===== src/hw/line_card_map.vh =====
// What this block does
// - Write is eight clocks, direction low
// - Sample rising clock, latch on select rise
// - Read shifts five status bits out
// - Bit 0 picks conversation or stand-by
// - Bit 1 gates signal injection timing
// - Bit 2 picks ringing or metering
// - Bit 3 picks metering amplitude
// - Bit 4 polarity, bit 5 boosted feed
// - Bits 6,7 pick current limit
// - Stand-by 7 mA limit mode decode
// - Ringing mode decode
// - Ringing starts at zero, stops at zero or at once on loop closure
// - Ring trip confirmed over two periods
// - Status bit 0 is hook state
// - Status bit 1 is ground key
// - Status bit 2 limiter in conversation
// - Status bit 3 low line voltage
// - Status bit 4 thermal overload
// - Select pin may output hook or key
// - Serial operation only
// - All-zero command is power-down denial
`ifndef LINE_CARD_MAP_VH
`define LINE_CARD_MAP_VH
`define CMD_W          8
`define STAT_W         5
`define CNT_W          4
`define CMD_WRITE_BITS 4'h8
`define STAT_READ_BITS 4'h5
`define CMD_RESET      8'h00
`define B_IMP          0
`define B_TIMING       1
`define B_RING         2
`define B_METER        3
`define B_POL          4
`define B_FEED         5
`define B_ILO          6
`define B_IHI          7
`define S_HOOK         0
`define S_GKEY         1
`define S_LIM          2
`define S_LOWV         3
`define S_OVT          4
`define ILIM_25MA      2'h0
`define ILIM_30MA      2'h2
`define ILIM_45MA      2'h3
`define ILIM_70MA      2'h1
`define RING_CONFIRM_PERIODS 2'h2
`endif


===== src/hw/ring_sequencer.v =====
`include "line_card_map.vh"
`default_nettype none
// Ringing burst sequencer with zero-crossing gating and trip check
module ring_sequencer (
    // Clock and reset
    input  wire I_CORE_CLK,
    input  wire I_RST_N,
    // Control and sensed line
    input  wire i_ring_req,
    input  wire i_zero_cross,
    input  wire i_period_mark,
    input  wire i_loop_closed,
    // Results
    output reg  o_ring_on,
    output reg  o_trip
);
    localparam [3:0] ST_IDLE = 4'h1;
    localparam [3:0] ST_RING = 4'h2;
    localparam [3:0] ST_CHK  = 4'h4;
    localparam [3:0] ST_TRIP = 4'h8;

    reg [3:0] state_r;
    reg [1:0] per_r;

    // ************************************************
    // State machine
    // ************************************************
    always @(posedge I_CORE_CLK or negedge I_RST_N) begin
        if (!I_RST_N) begin
            state_r   <= ST_IDLE;
            per_r     <= 2'h0;
            o_ring_on <= 1'b0;
            o_trip    <= 1'b0;
        end else begin
            case (state_r)
            ST_IDLE: begin
                o_trip <= 1'b0;
                if (i_ring_req && i_zero_cross) begin
                    o_ring_on <= 1'b1;
                    state_r   <= ST_RING;
                end
            end
            ST_RING: begin
                if (i_loop_closed) begin
                    o_ring_on <= 1'b0;
                    per_r     <= 2'h0;
                    state_r   <= ST_CHK;
                end else if (!i_ring_req && i_zero_cross) begin
                    o_ring_on <= 1'b0;
                    state_r   <= ST_IDLE;
                end
            end
            ST_CHK: begin
                if (!i_ring_req) begin
                    state_r <= ST_IDLE;
                end else if (!i_loop_closed) begin
                    state_r <= ST_IDLE; // Resume at next zero
                end else if (i_period_mark) begin
                    if (per_r == `RING_CONFIRM_PERIODS - 2'h1) begin
                        o_trip  <= 1'b1;
                        state_r <= ST_TRIP;
                    end
                    per_r <= per_r + 2'h1;
                end
            end
            ST_TRIP: begin
                // Wait for a new command that drops ringing
                if (!i_ring_req) begin
                    o_trip  <= 1'b0;
                    state_r <= ST_IDLE;
                end
            end
            default: state_r <= ST_IDLE;
            endcase
        end
    end
endmodule // ring_sequencer
`default_nettype wire


===== src/hw/line_card_serial_control_port.v =====
`include "line_card_map.vh"
`default_nettype none
// Serial control port of a subscriber-line control unit (serial mode)
module line_card_serial_control_port (
    // Clock and reset
    input  wire       I_CORE_CLK,
    input  wire       I_RST_N,
    // Serial link pins
    input  wire       I_SERIAL_CLOCK_IN,
    input  wire       I_TRANSFER_DIRECTION,
    input  wire       I_SELECT_N,
    input  wire       I_SELECT_PIN_ROLE,
    input  wire       I_SERIAL_DATA_IO,
    output reg        O_SERIAL_DATA_IO,
    output reg        O_SERIAL_DATA_IO_OE,
    output reg        O_SELECT_N,
    output reg        O_SELECT_N_OE,
    // Line sensors
    input  wire       I_OFF_HOOK,
    input  wire       I_GROUND_KEY,
    input  wire       I_IN_LIMIT_REGION,
    input  wire       I_LOW_LINE_VOLTAGE,
    input  wire       I_OVERTEMP,
    input  wire       I_RING_ZERO_CROSS,
    input  wire       I_RING_PERIOD_MARK,
    // Line control outputs
    output reg  [7:0] O_LINE_COMMAND,
    output reg        O_STANDBY_STATE,
    output reg        O_CONVERSATION_STATE,
    output reg        O_RINGING_STATE,
    output reg        O_POWER_DOWN_DENIAL,
    output reg        O_METERING_PULSE,
    output reg        O_RING_INJECT,
    output reg        O_METER_HIGH_LEVEL,
    output reg        O_REVERSE_POLARITY,
    output reg        O_BOOSTED_FEED,
    output reg        O_NORMAL_FEED,
    output reg  [1:0] O_CURRENT_LIMIT,
    output reg        O_STANDBY_7MA,
    output reg        O_SENSORS_ENABLE,
    output reg  [4:0] O_LINE_STATUS
);
    // ************************************************
    // Synchronisers
    // ************************************************
    reg [1:0] clk_s_r, dir_s_r, sel_s_r, role_s_r, din_s_r;
    reg [4:0] sens1_r, sens2_r;
    reg [1:0] zc_s_r, pm_s_r;
    reg       clk_d_r, sel_d_r, zc_d_r, pm_d_r;

    // Two flops on every outside input
    always @(posedge I_CORE_CLK or negedge I_RST_N) begin
        if (!I_RST_N) begin
            clk_s_r  <= 2'h0;
            dir_s_r  <= 2'h0;
            sel_s_r  <= 2'h3;
            role_s_r <= 2'h0;
            din_s_r  <= 2'h0;
            sens1_r  <= 5'h00;
            sens2_r  <= 5'h00;
            zc_s_r   <= 2'h0;
            pm_s_r   <= 2'h0;
            clk_d_r  <= 1'b0;
            sel_d_r  <= 1'b1;
            zc_d_r   <= 1'b0;
            pm_d_r   <= 1'b0;
        end else begin
            clk_s_r  <= {clk_s_r[0], I_SERIAL_CLOCK_IN};
            dir_s_r  <= {dir_s_r[0], I_TRANSFER_DIRECTION};
            sel_s_r  <= {sel_s_r[0], I_SELECT_N};
            role_s_r <= {role_s_r[0], I_SELECT_PIN_ROLE};
            din_s_r  <= {din_s_r[0], I_SERIAL_DATA_IO};
            sens1_r  <= {I_OVERTEMP, I_LOW_LINE_VOLTAGE, I_IN_LIMIT_REGION,
                         I_GROUND_KEY, I_OFF_HOOK};
            sens2_r  <= sens1_r;
            zc_s_r   <= {zc_s_r[0], I_RING_ZERO_CROSS};
            pm_s_r   <= {pm_s_r[0], I_RING_PERIOD_MARK};
            clk_d_r  <= clk_s_r[1];
            sel_d_r  <= sel_s_r[1];
            zc_d_r   <= zc_s_r[1];
            pm_d_r   <= pm_s_r[1];
        end
    end

    // Edge detection on synchronised levels
    wire role_out  = role_s_r[1];
    wire sel_n     = role_out ? 1'b1 : sel_s_r[1];
    wire sel_was_n = role_out ? 1'b1 : sel_d_r;
    wire clk_rise  = clk_s_r[1] & ~clk_d_r;
    wire clk_fall  = ~clk_s_r[1] & clk_d_r;
    wire sel_fall  = ~sel_n & sel_was_n;
    wire sel_rise  = sel_n & ~sel_was_n;
    wire zc_rise   = zc_s_r[1] & ~zc_d_r;
    wire pm_rise   = pm_s_r[1] & ~pm_d_r;

    // ************************************************
    // Serial shifter
    // ************************************************
    reg [7:0] shift_r;
    reg [3:0] cnt_r;
    reg       is_read_r;
    reg       bad_r;
    reg [4:0] out_sh_r;
    reg [7:0] cmd_r;
    reg [4:0] status_r;

    // Shift, count and latch on select rise
    always @(posedge I_CORE_CLK or negedge I_RST_N) begin
        if (!I_RST_N) begin
            shift_r   <= `CMD_RESET;
            cnt_r     <= 4'h0;
            is_read_r <= 1'b0;
            bad_r     <= 1'b0;
            out_sh_r  <= 5'h00;
            cmd_r     <= `CMD_RESET;
        end else if (sel_fall) begin
            cnt_r     <= 4'h0;
            is_read_r <= dir_s_r[1];
            bad_r     <= 1'b0;
            out_sh_r  <= status_r; // Snapshot for the read
        end else if (!sel_n) begin
            // Direction change mid-frame spoils a write
            if (!is_read_r && dir_s_r[1])
                bad_r <= 1'b1;
            if (clk_rise && !is_read_r) begin
                shift_r <= {din_s_r[1], shift_r[7:1]};
                if (cnt_r != 4'hf)
                    cnt_r <= cnt_r + 4'h1;
            end
            if (clk_fall && is_read_r)
                out_sh_r <= {1'b0, out_sh_r[4:1]};
        end else if (sel_rise && !is_read_r && !bad_r) begin
            if (cnt_r == `CMD_WRITE_BITS)
                cmd_r <= shift_r;
        end
    end

    // ************************************************
    // Command decode
    // ************************************************
    wire conv     = cmd_r[`B_IMP];
    wire ilim_any = cmd_r[`B_ILO] | cmd_r[`B_IHI];
    wire pdd      = (cmd_r == `CMD_RESET);
    wire ring_md  = ~conv & cmd_r[`B_RING]
                    & (cmd_r[`B_FEED] | ilim_any);
    wire ring_req = ring_md & cmd_r[`B_TIMING];
    wire ring_on;
    wire ring_trip;

    // Ringing sequencer
    ring_sequencer u_ring (
        .I_CORE_CLK   (I_CORE_CLK),
        .I_RST_N      (I_RST_N),
        .i_ring_req   (ring_req),
        .i_zero_cross (zc_rise),
        .i_period_mark(pm_rise),
        .i_loop_closed(sens2_r[`S_HOOK]),
        .o_ring_on    (ring_on),
        .o_trip       (ring_trip)
    );

    // Status word assembly
    always @(posedge I_CORE_CLK or negedge I_RST_N) begin
        if (!I_RST_N) begin
            status_r <= 5'h00;
        end else begin
            status_r[`S_HOOK] <= pdd ? 1'b0 :
                ((ring_md & ~conv) ? ring_trip
                                   : sens2_r[`S_HOOK]);
            status_r[`S_GKEY] <= pdd ? 1'b0 : sens2_r[`S_GKEY];
            status_r[`S_LIM]  <= conv & sens2_r[`S_LIM];
            status_r[`S_LOWV] <= sens2_r[`S_LOWV];
            status_r[`S_OVT]  <= sens2_r[`S_OVT];
        end
    end

    // ************************************************
    // Registered outputs
    // ************************************************
    always @(posedge I_CORE_CLK or negedge I_RST_N) begin
        if (!I_RST_N) begin
            O_SERIAL_DATA_IO     <= 1'b0;
            O_SERIAL_DATA_IO_OE  <= 1'b0;
            O_SELECT_N           <= 1'b0;
            O_SELECT_N_OE        <= 1'b0;
            O_LINE_COMMAND       <= `CMD_RESET;
            O_STANDBY_STATE      <= 1'b1;
            O_CONVERSATION_STATE <= 1'b0;
            O_RINGING_STATE      <= 1'b0;
            O_POWER_DOWN_DENIAL  <= 1'b1;
            O_METERING_PULSE     <= 1'b0;
            O_RING_INJECT        <= 1'b0;
            O_METER_HIGH_LEVEL   <= 1'b0;
            O_REVERSE_POLARITY   <= 1'b0;
            O_BOOSTED_FEED       <= 1'b0;
            O_NORMAL_FEED        <= 1'b1;
            O_CURRENT_LIMIT      <= `ILIM_25MA;
            O_STANDBY_7MA        <= 1'b0;
            O_SENSORS_ENABLE     <= 1'b0;
            O_LINE_STATUS        <= 5'h00;
        end else begin
            // Data pin driven only during a read
            O_SERIAL_DATA_IO    <= out_sh_r[0];
            O_SERIAL_DATA_IO_OE <= ~sel_n & is_read_r
                                   & dir_s_r[1] & ~sel_fall;
            // Select pin as hook or key output
            O_SELECT_N    <= status_r[`S_HOOK] | status_r[`S_GKEY];
            O_SELECT_N_OE <= role_out;
            O_LINE_COMMAND       <= cmd_r;
            O_STANDBY_STATE      <= ~conv & ~ring_md;
            O_CONVERSATION_STATE <= conv;
            O_RINGING_STATE      <= ring_md;
            O_POWER_DOWN_DENIAL  <= pdd;
            O_METERING_PULSE     <= conv & cmd_r[`B_TIMING]
                                    & ~cmd_r[`B_RING];
            O_RING_INJECT        <= ring_on;
            O_METER_HIGH_LEVEL   <= cmd_r[`B_METER];
            O_REVERSE_POLARITY   <= conv & cmd_r[`B_POL];
            O_BOOSTED_FEED       <= conv & cmd_r[`B_FEED];
            O_NORMAL_FEED        <= ~(conv & cmd_r[`B_FEED]);
            O_CURRENT_LIMIT      <= {cmd_r[`B_IHI], cmd_r[`B_ILO]};
            O_STANDBY_7MA        <= ~conv & ilim_any;
            O_SENSORS_ENABLE     <= ~pdd;
            O_LINE_STATUS        <= status_r;
        end
    end
endmodule // line_card_serial_control_port
`default_nettype wire


===== config.mk =====
export PLATFORM = sky130hd
export DESIGN_NAME = line_card_serial_control_port
export DESIGN_NICKNAME = d
export VERILOG_FILES = /design/src/hw/ring_sequencer.v /design/src/hw/line_card_serial_control_port.v
export VERILOG_INCLUDE_DIRS = /design/src /design/src/hw
export SDC_FILE = /design/constraint.sdc
export NUM_CORES = 1
export LEC_CHECK = 0
export BUFFER_PORTS_ARGS = -buffer_cell sky130_fd_sc_hd__buf_4
export CORE_MARGIN = 2
export CORE_UTILIZATION = 40
export DETAILED_ROUTE_END_ITERATION = 6
export GPL_TIMING_DRIVEN = 0
export SETUP_SLACK_MARGIN = 0.02
export SLEW_MARGIN = 20
export SYNTH_ARGS = -nofsm -noshare
export SYNTH_HDL_FRONTEND = slang
export SYNTH_HIERARCHICAL = 1
export SYNTH_SLANG_ARGS = --single-unit

===== constraint.sdc =====
create_clock -name I_CORE_CLK -period 1.9 [get_ports I_CORE_CLK]
set_input_delay 0.285 -clock I_CORE_CLK [delete_from_list [all_inputs] [get_ports I_CORE_CLK]]
set_output_delay 0.285 -clock I_CORE_CLK [all_outputs]
set_load 0.05 [all_outputs]

Word level (Yosys, flattened, before mapping). Cells that the tools add are included. W data, S select, Z words.

Add/sub/neg operators: 2. Equal/unequal tests: 18. Multiplexer cells: 39. Bitwise logic cells: 35. Reductions and logical operators: 27.

Operator list (number): $mux W4 (12); $and A1 B1 Y1 (20); $mux W1 (16); $pmux W4 S4 (1); $mux W5 (3); $ne A4 B4 Y1 const B (3); $not A1 Y1 (12); $reduce_bool A2 Y1 (6); $reduce_and A5 Y1 (2); $reduce_and A3 Y1 (3); $eq A4 B4 Y1 const B (2); $logic_not A8 Y1 (1); $mux W2 (4); $ne A2 B1 Y1 const B (4); $ne A2 B2 Y1 const B (4); $logic_and A1 B1 Y1 (7); $reduce_and A6 Y1 (1); $add A4 B1 Y4 const B (1); $eq A4 B1 Y1 const B (1); $eq A4 B2 Y1 const B (1); $eq A4 B3 Y1 const B (1); $pmux W2 S2 (1); $reduce_and A2 Y1 (2); $reduce_and A4 Y1 (1); 8 further kinds (12).

Register bits: 99. Bits of input ports: 14. Output and inout port bits: 31. Logic and storage cells: 164.

Longest topological paths before layout.
Word-level depth: 9. Depth in mapped cells: 6. Mapped depth without buffers: 6.

Hierarchy. Netlist, hierarchy kept.

Modules (own cells, without submodules): line_card_serial_control_port (instances 1, cells each 187, area each 2936.6 um^2, sequential area each 2184.6 um^2); ring_sequencer (instances 1, cells each 42, area each 452.9 um^2, sequential area each 201.4 um^2).

Worst setup path after synthesis. No wires, ideal clock.

Path kind: register to register. Start: register cmd_r[5]. End: register u_ring.state_r[1]. Library setup time: 0.124 ns. Data arrival time: 1.740 ns. Required time: 1.776 ns. Setup slack: 0.036 ns. Cell stages (with the launch flop): 7. Cells stage by stage: dfrtp_1 > or3_1 > and3b_1 > and2_1 > nand2b_1 > and4b_1 > or2_1.

Cells in the longest elaborated chain, start to end: 7.

Ends and longest elaborated chain: start, declared (RTL line line_card_serial_control_port.v:104) `reg [7:0] cmd_r;`; start signal, assigned (RTL line line_card_serial_control_port.v:115) `` cmd_r <= `CMD_RESET; ``; start signal, assigned (RTL line line_card_serial_control_port.v:134) `cmd_r <= shift_r;`; $or A1 B1 Y1 * (RTL line line_card_serial_control_port.v:145) `` & (cmd_r[`B_FEED] | ilim_any); ``; $and A1 B1 Y1 * (RTL line line_card_serial_control_port.v:144) `` wire ring_md = ~conv & cmd_r[`B_RING] ``; net ring_md (RTL line line_card_serial_control_port.v:144); $and A1 B1 Y1 * (RTL line line_card_serial_control_port.v:146) `` wire ring_req = ring_md & cmd_r[`B_TIMING]; ``; net ring_req (RTL line line_card_serial_control_port.v:146); $logic_not A1 Y1 (RTL line ring_sequencer.v:48) `end else if (!i_ring_req && i_zero_cross) begin`; $logic_and A1 B1 Y1 (RTL line ring_sequencer.v:48); $ne A3 B2 Y1 (no line); $reduce_and A5 Y1 (no line); end signal, assigned (RTL line ring_sequencer.v:47) `state_r <= ST_CHK;`; end signal, assigned (RTL line ring_sequencer.v:50) `state_r <= ST_IDLE;`; end signal, assigned (RTL line ring_sequencer.v:55) `state_r <= ST_IDLE;`; end, declared (RTL line ring_sequencer.v:22) `reg [3:0] state_r;`.

Mark *: on every way through the listed nets, which the timed path passes. The rest lies on a longest branch. A chain may end at the register's enable or synchronous reset.

Final worst setup path. Ends and elaborated chain as after synthesis.

==> impl_metrics.json <==
{
  "grt_use_total": 0.1272,
  "placedCellCount": 378,
  "grt-ovfl-total": 0,
  "htreeDepth": 3,
  "worstPathArrival_ps": 2070,
  "cts.sinks": 95,
  "outcome": "complete, but fails checks",
  "max_freq_mhz": 544.7,
  "synth_top_area_frac": 0.6497,
  "drive_above_1_share": 0.4020,
  "vdd_drop_max_mv": 0.4381,
  "syn_inst": 229,
  "seq_area_frac_synth": 0.7039,
  "finalSetupViolCount": 0,
  "avgSynthCellArea_sq_um": 14.80,
  "rows": 33,
  "worstMarginPinSlew_ps": 846.7,
  "grt_pass1_wl_mm": 8.749,
  "crit_fanout": 5,
  "slowest_delay_ps": 400,
  "grt_setup_unrepaired": "true",
  "vias_per_cell": 4.828,
  "synthArstFlopShare": 1.000,
  "post_dp_cell_area_sq_mm": 0.003855,
  "fin_area_sq_mm": 0.004118,
  "holdBufCountCts": 0,
  "start_util": 0.4125,
  "violations": "hold timing",
  "die_area_sq_mm": 0.009226,
  "wl_mm": 5.369,
  "synth_edf_count": 0,
  "synth_top_area_cell": "dfrtp_1",
  "routedWlPerCell_um": 13.39,
  "fin_nets": 308,
  "grt_max_degree": 96,
  "antenna_found_initial": 0,
  "max_slew_margin": 0.4355,
  "post-dp-hpwl_mm": 3.499,
  "worstPathRequired_ps": 2140,
  "cp-start-kind": "register",
  "hp-class": "in -> async",
  "die_w_um": 96.05,
  "route.vias.total": 1936,
  "clock-skew-final_ps": 13.55,
  "stdcell_count": 401,
  "cts_root_buf": "clkbuf_8",
  "critPathCaptureType": "register",
  "cp_slowest_cell": "or3_4",
  "yosysMostFrequentCell": "dfrtp_1",
  "synth-warning-count": 6,
  "seqCellArea_sq_mm": 0.002387,
  "synth_area_sq_mm": 0.003390,
  "period_share": 0.9662,
  "clk_path_buf_depth": 2,
  "drc_errors": 0,
  "port_buffers": 44,
  "path_cells": "or3_4 > and3b_2 > and2_4 > nand2b_4 > and4b_2 > or2_1",
  "multi_input_area_sq_um": 928.4,
  "syn_nets": 246,
  "ys_types": 46,
  "synth-seq-cells": 95,
  "slew_viol_final": 0,
  "synthTopCellsByArea": "dfrtp_1, dfstp_2, mux2_2",
  "whs_ps": -12.29,
  "drt_first_pass_iters": 4,
  "area_delta_synth_final_pct": 21.48,
  "clkSlewWorstSetupHoldPaths_ps": 90,
  "cap_violations": 0,
  "core_area_sq_mm": 0.008217,
  "cts_tree": "built",
  "min_period_ps": 1836,
  "crit_type": "reg -> reg",
  "power.density_mw_per_mm2": 875.8,
  "cts_made_buffers": 9,
  "drtIter0Drc": 60,
  "clock_latency_ps": 350,
  "hold_viol_final": 9,
  "ios": 45,
  "power.leakage_nw": 2.016,
  "die_h_um": 96.05,
  "diodes": 0,
  "grt_pass1_vias": 1844,
  "ant_nets": 0,
  "gp_congestion": 0.7735,
  "n_fill_cell": 720,
  "synthFlopType": "dfrtp_1",
  "synth_common_cells": "dfrtp_1, mux2_2, nand2_1"
}
==> worst max-delay path: cells and delay by family, from the launching register on <==
family | cells | cell delay [ps]
flip-flops | 1 | 380
AND/OR/NAND/NOR | 6 | 1350
==> routing by layer <==
metal	share of wire	GRT usage	vias to the layer above
met2	0.47	0.1887	51
li1	-	-	903
met1	0.46	0.1711	974
met3	0.049	0.03837	8
met4	0.017	0.06071	0
met5	0	0	-
==> layout by cell type, fill, tap and decap left out, drive strengths merged, types with 5 or more instances in the layout <==
cell	count
buf	59
clkbuf	12
dfrtp	88
dfstp	7
inv	13
mux2	24
mux2i	6
nand2	15
nand2b	5
nor2	5
nor3	6
==> final timing paths <==
path                                       from                             to  slack (ps)  cells past startpoint
max in group asynchronous               I_RST_N          role_s_r[1]$_DFF_PN0_        1280                      1
max reg2reg                cmd_r[5]$_DFFE_PN0P_  u_ring/state_r[1]$_DFFE_PN0P_          60                      6
min in group I_CORE_CLK       I_RING_ZERO_CROSS            zc_s_r[0]$_DFF_PN0_          40                      1
min reg2reg                sens1_r[0]$_DFF_PN0_           sens2_r[0]$_DFF_PN0_         350                      0
max                        cmd_r[5]$_DFFE_PN0P_  u_ring/state_r[1]$_DFFE_PN0P_          60                      6
min                                     I_RST_N     O_SERIAL_DATA_IO$_DFF_PN0_         -10                      1
==> repair_timing <==
action	4_1_cts	5_1_grt
resized for setup	7	5
buffers inserted	7	2
gates cloned	0	0
pin swaps	3	1
endpoints found under the setup margin	21	14
hold endpoints to repair	0	0
==> cell type report <==
cell class	count	area share
multi-input combinational	113	0.2255
tap	105	0.03191
timing repair buffer	53	0.09754
clock buffer	12	0.03525
sequential	95	0.5798
inverter	13	0.01185
buffer	6	0.01276
clock inverter	4	0.005469
==> power by group <==
part	internal [mW]	switching [mW]
combinational	0.121	0.143
sequential	2.14	0.0618
clock	0.506	0.638
total	2.76	0.842
==> state kept, by name (all words and copies together), names as in the netlist, 4 cells and up <==
register	cells
O_LINE_COMMAND	6
O_LINE_STATUS	5
cmd_r	8
cnt_r	4
out_sh_r	5
sens1_r	5
sens2_r	5
shift_r	8
status_r	5
u_ring/state_r	4
==> through the flow <==
| stage | hold WS (ps) | TNS (ps) | power, mW | utilization | setup WS, ps |
|---|---|---|---|---|---|
| 4_1_cts | 18.97 | 0 | 3.665 | 0.4975 | 21.14 |
| 3_3_place_gp | 331.6 | -648.6 | 2.492 | 0.4687 | -145.9 |
| 6_report | -12.29 | 0 | 3.606 | 0.5011 | 64.23 |
| 3_5_place_dp | 334.7 | -847.4 | 2.504 | 0.4692 | -193.2 |
| 5_1_grt | 4.926 | 0 | 3.803 | 0.5011 | 10.90 |
| 2_1_floorplan | -10.59 | 0 | 2.386 | - | 36.20 |
==> kinds of logic after synthesis <==
kind of cell / after synthesis / synth area share
AOI/OAI and AO/OA: 17 / 0.03581
adders and majority gates: 3 / 0.01108
buffers and inverters: 21 / 0.03064
DFF: 95 / 0.7040
muxes: 30 / 0.1063
and+or+nand+nor: 63 / 0.1122
No activity file was read; power rests on OpenSTA's default activity.
